$ cat src/logic/dps_map.vh
// Register map, field positions, reset values and timing counts of the path selector.
`ifndef DPS_MAP_VH
`define DPS_MAP_VH

// ----------------------------------------------------------------------------
// Register offsets
// ----------------------------------------------------------------------------
`define DPS_ADDR_PATH_CTRL   8'h13

// ----------------------------------------------------------------------------
// Field positions of input_path_control
// ----------------------------------------------------------------------------
`define DPS_BIT_P1_STATUS    0
`define DPS_BIT_P2_STATUS    1
`define DPS_BIT_DIS_ALL      2
`define DPS_BIT_HIZ          3
`define DPS_BIT_GLOBAL_DIS   4
`define DPS_BIT_P1_ENABLE    6
`define DPS_BIT_P2_ENABLE    7

// ----------------------------------------------------------------------------
// Reset values
// ----------------------------------------------------------------------------
`define DPS_CTRL_RESET       8'h00
`define DPS_STATE_RESET      4'h1

// ----------------------------------------------------------------------------
// Timing counts
// ----------------------------------------------------------------------------
`define DPS_SYNC_WIDTH       8
`define DPS_DETECT_CYCLES    2'h3

`endif

$ cat src/logic/dps_sync.v
// Two-flop synchroniser for a group of asynchronous comparator and strap inputs.
`timescale 1ns/100ps

module dps_sync #(
  parameter WIDTH = 8
) (
  input  wire             clk,
  input  wire             resetn,
  input  wire [WIDTH-1:0] async_in,
  output wire [WIDTH-1:0] sync_out
);

  // --------------------------------------------------------------------------
  // Per-bit double flop
  // --------------------------------------------------------------------------
  // The first stage feeds only the second stage, so a metastable sample never
  // reaches the selection logic.
  genvar i;
  generate
    for (i = 0; i < WIDTH; i = i + 1) begin : g_bit
      reg stage1;
      reg stage2;
      always @(posedge clk or negedge resetn) begin
        if (!resetn) begin
          stage1 <= 1'b0;
          stage2 <= 1'b0;
        end else begin
          stage1 <= async_in[i];
          stage2 <= stage1;
        end
      end
      assign sync_out[i] = stage2;
    end
  endgenerate

endmodule

$ cat src/logic/dps_path_selector.v
// Dual-input path selector: gate-driver control, path enables and status register.
`timescale 1ns/100ps
`include "dps_map.vh"

module dps_path_selector (
  input  wire       clk,
  input  wire       resetn,
  input  wire [7:0] reg_addr,
  input  wire [7:0] reg_wdata,
  input  wire       reg_write,
  input  wire       reg_read,
  output reg  [7:0] reg_rdata,
  input  wire       input1_undervoltage_fault,
  input  wire       input1_overvoltage_fault,
  input  wire       input2_undervoltage_fault,
  input  wire       input2_overvoltage_fault,
  input  wire       bus_rail_present,
  input  wire       bus_overcurrent_fault,
  input  wire       pair1_detect,
  input  wire       pair2_detect,
  output reg        path1_gate_driver,
  output reg        path2_gate_driver,
  output reg        converter_halt
);

  // --------------------------------------------------------------------------
  // States
  // --------------------------------------------------------------------------
  localparam [3:0] ST_IDLE = 4'h1;
  localparam [3:0] ST_ON1  = 4'h2;
  localparam [3:0] ST_ON2  = 4'h4;
  localparam [3:0] ST_SWAP = 4'h8;

  // --------------------------------------------------------------------------
  // Input synchronisation
  // --------------------------------------------------------------------------
  wire [`DPS_SYNC_WIDTH-1:0] sync_bits;

  dps_sync #(
    .WIDTH (`DPS_SYNC_WIDTH)
  ) u_sync (
    .clk      (clk),
    .resetn   (resetn),
    .async_in ({pair2_detect, pair1_detect, bus_overcurrent_fault, bus_rail_present,
                input2_overvoltage_fault, input2_undervoltage_fault,
                input1_overvoltage_fault, input1_undervoltage_fault}),
    .sync_out (sync_bits)
  );

  wire s_uv1      = sync_bits[0];
  wire s_ov1      = sync_bits[1];
  wire s_uv2      = sync_bits[2];
  wire s_ov2      = sync_bits[3];
  wire s_bus      = sync_bits[4];
  wire s_oc       = sync_bits[5];
  wire s_det1     = sync_bits[6];
  wire s_det2     = sync_bits[7];

  // --------------------------------------------------------------------------
  // State
  // --------------------------------------------------------------------------
  reg       path1_enable;
  reg       path2_enable;
  reg       path_disable_all;
  reg       high_impedance_mode;
  reg       global_path_disable;
  reg       path1_closed_status;
  reg       path2_closed_status;
  reg       fitted1;
  reg       fitted2;
  reg       det_done;
  reg [1:0] det_cnt;
  reg [3:0] state;
  reg       valid1_q;
  reg       valid2_q;

  reg       next_path1_enable;
  reg       next_path2_enable;
  reg       next_path_disable_all;
  reg       next_high_impedance_mode;
  reg       next_global_path_disable;
  reg       next_path1_closed_status;
  reg       next_path2_closed_status;
  reg       next_fitted1;
  reg       next_fitted2;
  reg       next_det_done;
  reg [1:0] next_det_cnt;
  reg [3:0] next_state;
  reg       next_gate1;
  reg       next_gate2;

  // --------------------------------------------------------------------------
  // Qualifiers
  // --------------------------------------------------------------------------
  wire valid1    = ~s_uv1 & ~s_ov1;
  wire valid2    = ~s_uv2 & ~s_ov2;
  wire dual      = fitted1 & fitted2;
  wire single    = fitted1 & ~fitted2;
  wire block_all = path_disable_all | global_path_disable | high_impedance_mode;
  wire ok1       = fitted1 & valid1 & ~block_all;
  wire ok2       = dual & valid2 & ~block_all;
  wire rise1     = det_done & valid1 & ~valid1_q;
  wire rise2     = det_done & valid2 & ~valid2_q;
  wire wr_ctrl   = reg_write & (reg_addr == `DPS_ADDR_PATH_CTRL);
  wire wr_en1    = reg_wdata[`DPS_BIT_P1_ENABLE];
  wire wr_en2    = reg_wdata[`DPS_BIT_P2_ENABLE];
  // Both high is never taken; both low only when two sources can be dropped.
  wire wr_pair_ok = (wr_en1 ^ wr_en2) | (~wr_en1 & ~wr_en2 & valid1 & valid2);

  // --------------------------------------------------------------------------
  // Next-state logic
  // --------------------------------------------------------------------------
  always @* begin
    next_path1_enable        = path1_enable;
    next_path2_enable        = path2_enable;
    next_path_disable_all    = path_disable_all;
    next_high_impedance_mode = high_impedance_mode;
    next_global_path_disable = global_path_disable;
    next_path1_closed_status = path1_closed_status;
    next_path2_closed_status = path2_closed_status;
    next_fitted1             = fitted1;
    next_fitted2             = fitted2;
    next_det_done            = det_done;
    next_det_cnt             = det_cnt;
    next_state               = state;
    next_gate1               = 1'b0;
    next_gate2               = 1'b0;

    if (!det_done) begin
      // Straps are taken only after the synchroniser has filled.
      next_det_cnt = det_cnt + 2'h1;
      if (det_cnt == `DPS_DETECT_CYCLES) begin
        next_det_done = 1'b1;
        next_fitted1  = s_det1;
        next_fitted2  = s_det1 & s_det2;
        if (!s_det1) begin
          next_path_disable_all = 1'b1;
        end
        if (s_det1 & s_det2) begin
          next_path1_closed_status = 1'b1;
          next_path2_closed_status = 1'b1;
        end
      end
    end else begin
      if (wr_ctrl) begin
        next_path_disable_all    = reg_wdata[`DPS_BIT_DIS_ALL] | ~fitted1;
        next_high_impedance_mode = reg_wdata[`DPS_BIT_HIZ];
        next_global_path_disable = reg_wdata[`DPS_BIT_GLOBAL_DIS];
        if (single) begin
          next_path1_enable = wr_en1 & ~reg_wdata[`DPS_BIT_DIS_ALL];
        end else if (dual & wr_pair_ok) begin
          next_path1_enable = wr_en1;
          next_path2_enable = wr_en2;
        end
      end

      case (state)
        ST_IDLE: begin
          if (rise1 & ok1) begin
            next_path1_enable = 1'b1;
            next_path2_enable = 1'b0;
          end else if (rise2 & ok2 & ~(next_path1_enable & ok1)) begin
            next_path2_enable = 1'b1;
            next_path1_enable = 1'b0;
          end
          if (!s_bus) begin
            if (next_path1_enable & ok1) begin
              next_gate1 = 1'b1;
              next_state = ST_ON1;
            end else if (next_path2_enable & ok2) begin
              next_gate2 = 1'b1;
              next_state = ST_ON2;
            end
          end
        end
        ST_ON1: begin
          // A new input on path 2 is not acted on here.
          next_gate1 = 1'b1;
          if (~(next_path1_enable & ok1) | s_oc) begin
            next_gate1 = 1'b0;
            next_state = ST_SWAP;
            if ((~valid1 | s_oc) & ok2) begin
              next_path1_enable = 1'b0;
              next_path2_enable = 1'b1;
            end
          end
        end
        ST_ON2: begin
          next_gate2 = 1'b1;
          if (~(next_path2_enable & ok2) | s_oc) begin
            next_gate2 = 1'b0;
            next_state = ST_SWAP;
            if ((~valid2 | s_oc) & ok1) begin
              next_path2_enable = 1'b0;
              next_path1_enable = 1'b1;
            end
          end
        end
        ST_SWAP: begin
          // Both pairs stay open until the bus rail has discharged.
          if (!s_bus) begin
            next_state = ST_IDLE;
          end
        end
        default: begin
          next_state = ST_IDLE;
        end
      endcase

      if (!fitted2) begin
        next_path2_enable = 1'b0;
      end
      if (!fitted1) begin
        next_path1_enable = 1'b0;
      end
      // Any gate change refreshes both bits, so the detection value of the
      // pair that stays open is cleared as soon as the other pair closes.
      if ((next_gate1 != path1_gate_driver) | (next_gate2 != path2_gate_driver)) begin
        next_path1_closed_status = next_gate1;
        next_path2_closed_status = next_gate2 & fitted2;
      end
    end
  end

  // --------------------------------------------------------------------------
  // Registers
  // --------------------------------------------------------------------------
  always @(posedge clk or negedge resetn) begin
    if (!resetn) begin
      path1_enable        <= 1'b0;
      path2_enable        <= 1'b0;
      path_disable_all    <= 1'b0;
      high_impedance_mode <= 1'b0;
      global_path_disable <= 1'b0;
      path1_closed_status <= 1'b0;
      path2_closed_status <= 1'b0;
      fitted1             <= 1'b0;
      fitted2             <= 1'b0;
      det_done            <= 1'b0;
      det_cnt             <= 2'h0;
      state               <= `DPS_STATE_RESET;
      valid1_q            <= 1'b0;
      valid2_q            <= 1'b0;
      path1_gate_driver   <= 1'b0;
      path2_gate_driver   <= 1'b0;
      converter_halt      <= 1'b0;
    end else begin
      path1_enable        <= next_path1_enable;
      path2_enable        <= next_path2_enable;
      path_disable_all    <= next_path_disable_all;
      high_impedance_mode <= next_high_impedance_mode;
      global_path_disable <= next_global_path_disable;
      path1_closed_status <= next_path1_closed_status;
      path2_closed_status <= next_path2_closed_status;
      fitted1             <= next_fitted1;
      fitted2             <= next_fitted2;
      det_done            <= next_det_done;
      det_cnt             <= next_det_cnt;
      state               <= next_state;
      valid1_q            <= det_done ? valid1 : 1'b0;
      valid2_q            <= det_done ? valid2 : 1'b0;
      // Never both drivers at once, whatever the state machine asks.
      path1_gate_driver   <= next_gate1;
      path2_gate_driver   <= next_gate2 & ~next_gate1;
      converter_halt      <= (next_state == ST_SWAP);
    end
  end

  // --------------------------------------------------------------------------
  // Read port
  // --------------------------------------------------------------------------
  always @(posedge clk or negedge resetn) begin
    if (!resetn) begin
      reg_rdata <= 8'h00;
    end else if (reg_read) begin
      if (reg_addr == `DPS_ADDR_PATH_CTRL) begin
        reg_rdata <= {path2_enable, path1_enable, 1'b0, global_path_disable,
                      high_impedance_mode, path_disable_all, path2_closed_status, path1_closed_status};
      end else begin
        reg_rdata <= 8'h00;
      end
    end
  end

endmodule

$ cat config.mk
export PLATFORM = sky130hd
export DESIGN_NAME = dps_path_selector
export DESIGN_NICKNAME = d
export VERILOG_FILES = /design/src/logic/dps_sync.v /design/src/logic/dps_path_selector.v
export VERILOG_INCLUDE_DIRS = /design/src /design/src/logic
export SDC_FILE = /design/constraint.sdc
export NUM_CORES = 1
export LEC_CHECK = 0
export BUFFER_PORTS_ARGS = -buffer_cell sky130_fd_sc_hd__buf_2
export CORE_MARGIN = 3
export CORE_UTILIZATION = 54
export CTS_BUF_LIST = sky130_fd_sc_hd__clkbuf_4 sky130_fd_sc_hd__clkbuf_8 sky130_fd_sc_hd__clkbuf_16
export CTS_CLUSTER_SIZE = 24
export DETAILED_ROUTE_END_ITERATION = 7
export PLACE_DENSITY = 0.85
export RECOVER_POWER = 25
export SLEW_MARGIN = 20
export SYNTH_ARGS = -nofsm -noshare
export SYNTH_HDL_FRONTEND = slang
export SYNTH_SLANG_ARGS = --single-unit
$ cat constraint.sdc
create_clock -name clk -period 3.2 [get_ports clk]
set_input_delay 0.64 -clock clk [delete_from_list [all_inputs] [get_ports clk]]
set_output_delay 0.64 -clock clk [all_outputs]
set_load 0.02 [all_outputs]
==> impl_metrics.toml <==
[outcome]
outcome = "finished with violations"
violations = "max-capacitance violations, max-slew violations"

[clocking]
tritoncts = "done"
numCtsBuffers = 5
post_cts_buffers = 0
root_buffer = "clkbuf_8"
cts_resized = 0
cts.clk_slew.worst_paths_ns = 0.08
clkSinkCount = 44
clk_latency_ns = 0.30
cts_hold_buf = 0
clock_path_buffers = 2
htreeDepth = 2

[grt]
track_usage_pct = 21.60
grt_pass1_wl_um = 8528
grt-ovfl-total = 0
grt_max_degree = 45
antenna_found_initial = 0
grt_pass1_vias = 1794

[routing]
wl_per_cell_um = 16.24
route.detailed.drc = 0
via_per_inst = 6.184
drt_iter0_markers = 173
drtPass1Iterations = 7
dr_total_vias = 1911
drt_wl_total_um = 5018
postRouteAntennaNets = 0

[worst_hold_path]
hp-class = "reg2reg"

[sta]
tightest_slew_ns = 2.189
max_freq_mhz = 345.6
period_needed_ns = 2.894
fin_crit_sh_pct = 90.43
max-slew-margin-rel_pct = -45.91
finClkSkew_ns = 0.003695
hold_viol_final = 0
tns_ns = 0
fin_ws_ns = 0.3062
setup_viol = 0
rsz0062_at_grt = "no"
maxSlewViolCount = 45
whs_ns = 0.3542

[power_and_ir_drop]
power.total_mw = 1.152
power_per_cell_area_nw_per_um2 = 434.7
ir_drop_uv = 307.9
p_leak_nw = 1.191

[logic_synthesis]
synth_edf_count = 0
ys_types = 64
synth.largest_area_cell = "dfrtp_1"
synth.avg_cell_area_um2 = 10.41
synth_warnings = 0
synth-seq-area-share_pct = 48.59
yosys-top-cells-count = "dfrtp_1, nand2_1, inv_1"
synth_area_leaders = "dfrtp_1, nand2_1, o22ai_1"
postSynth.asyncResetShare_pct = 100.0
syn_nets = 248
ys_seq_elements = 44
synth.cell_area_um2 = 2268
yosysMostFrequentCell = "dfrtp_1"
synth_flop_cell = "dfrtp_1"
synth_top_area_share_pct = 47.44
synthCells = 218

[die]
ios = 39
core-area_um2 = 3854
die_h_um = 70.82
die_width_um = 70.82
start_util_pct = 58.86
die-area_um2 = 5015
rows = 22

[layout]
area_growth_pct = 16.88
design_area_um2 = 2651
drive_above_1_share_pct = 28.74
layout.cells.non_filler = 309
diodes = 0
final_net_count = 290
final_util_pct = 68.80
nFillCells = 291

[placement]
io_buffers = 34
hpwl_um = 3572
placedCellCount = 301
dp_slack_ns = -0.02389
dpl_cell_area_um2 = 2541
place_congestion = 0.9715

[setup_path]
cp.required_ns = 3.38
start_kind = "primary input"
timing.rr.end = "path1_closed_status"
startpoint = "reg_addr[5]"
rrSetupSlack_ns = 0.53
endpoint = "path1_closed_status"
critPathKind = "in2reg"
r2r-start = "fitted1"
critPathMaxFanout = 3
end_kind = "flop"
worstPathArrival_ns = 3.08
reg2reg_depth = 7

[flow_run]
cap_violations = 1
-- report_power, final --
part	switching, mW	internal, mW	leakage, nW
combinational	0.0613	0.0534	0.580
clock	0.196	0.235	0.0548
sequential	0.0249	0.582	0.556
total	0.282	0.871	1.19
-- sequential cells by signal, indices dropped and copies added (netlist names), 2 cells and up --
| signal | count |
|---|---|
| u_sync.g_bit.stage1 | 8 |
| reg_rdata | 7 |
| u_sync.g_bit.stage2 | 8 |
| det_cnt | 2 |
| state | 4 |
-- cells in the final DEF, fill, tap and decap left out, types with 4 or more instances in the layout --
cell,Yosys,final
dfrtp_1,43,43
buf_2,0,33
nand2_1,24,24
inv_1,14,14
nor2_1,11,11
buf_4,1,11
o22ai_1,10,10
nor3_1,8,8
a21oi_1,7,7
nor4b_1,6,6
o21ai_0,6,6
clkbuf_8,0,5
nand3_1,4,4
nor3b_1,4,4
-- logic make-up after synthesis --
family                     Yosys count  share of synthesized area (%)
muxes                                4                          2.151
buffers and inverters               26                          4.798
and+or+nand+nor                     83                          22.23
DFF                                 44                          48.59
adders and majority gates            2                          1.103
other                                1                         0.1653
AOI/OAI and AO/OA                   56                          20.19
xor gates and xnor gates             2                         0.7723
-- routing by layer --
| layer | global-route usage, % | up-vias | routed length, um |
|---|---|---|---|
| li1 | - | 879 | - |
| met1 | 30.00 | 921 | 2182 |
| met2 | 32.13 | 97 | 2333 |
| met3 | 4.972 | 14 | 383 |
| met4 | 10.23 | 0 | 119 |
| met5 | 0 | - | 0 |
-- final cells by class --
class	count	area (um2)	share of cell area, %
Timing Repair Buffer	46	255.2	9.627
Multi-Input combinational cell	148	1062	40.07
Clock inverter	3	46.29	1.746
Clock buffer	5	68.82	2.596
Sequential cell	44	1102	41.58
Inverter	15	56.30	2.124
Tap cell	48	60.06	2.265
-- critical path, stage by stage --
cell     delay (ns)
buf_2          0.09
or4b_4         0.54
or2_4          0.25
or4_4          0.53
a21oi_1        0.26
o32ai_4        0.16
mux2_4         0.31
or3_1          0.30
-- worst min path at each step --
stage,start,cells after the start,slack [ns],end
6_report,u_sync.g_bit[3].stage1,0,0.35,u_sync.g_bit[3].stage2
3_3_place_gp,u_sync.g_bit[6].stage1,0,0.33,u_sync.g_bit[6].stage2
5_1_grt,u_sync.g_bit[0].stage1,0,0.36,u_sync.g_bit[0].stage2
4_1_cts,u_sync.g_bit[3].stage1,0,0.36,u_sync.g_bit[3].stage2
2_1_floorplan,u_sync.g_bit[0].stage1,0,0.33,u_sync.g_bit[0].stage2
3_5_place_dp,u_sync.g_bit[3].stage1,0,0.34,u_sync.g_bit[3].stage2
No activity file was read; power rests on OpenSTA's default activity.
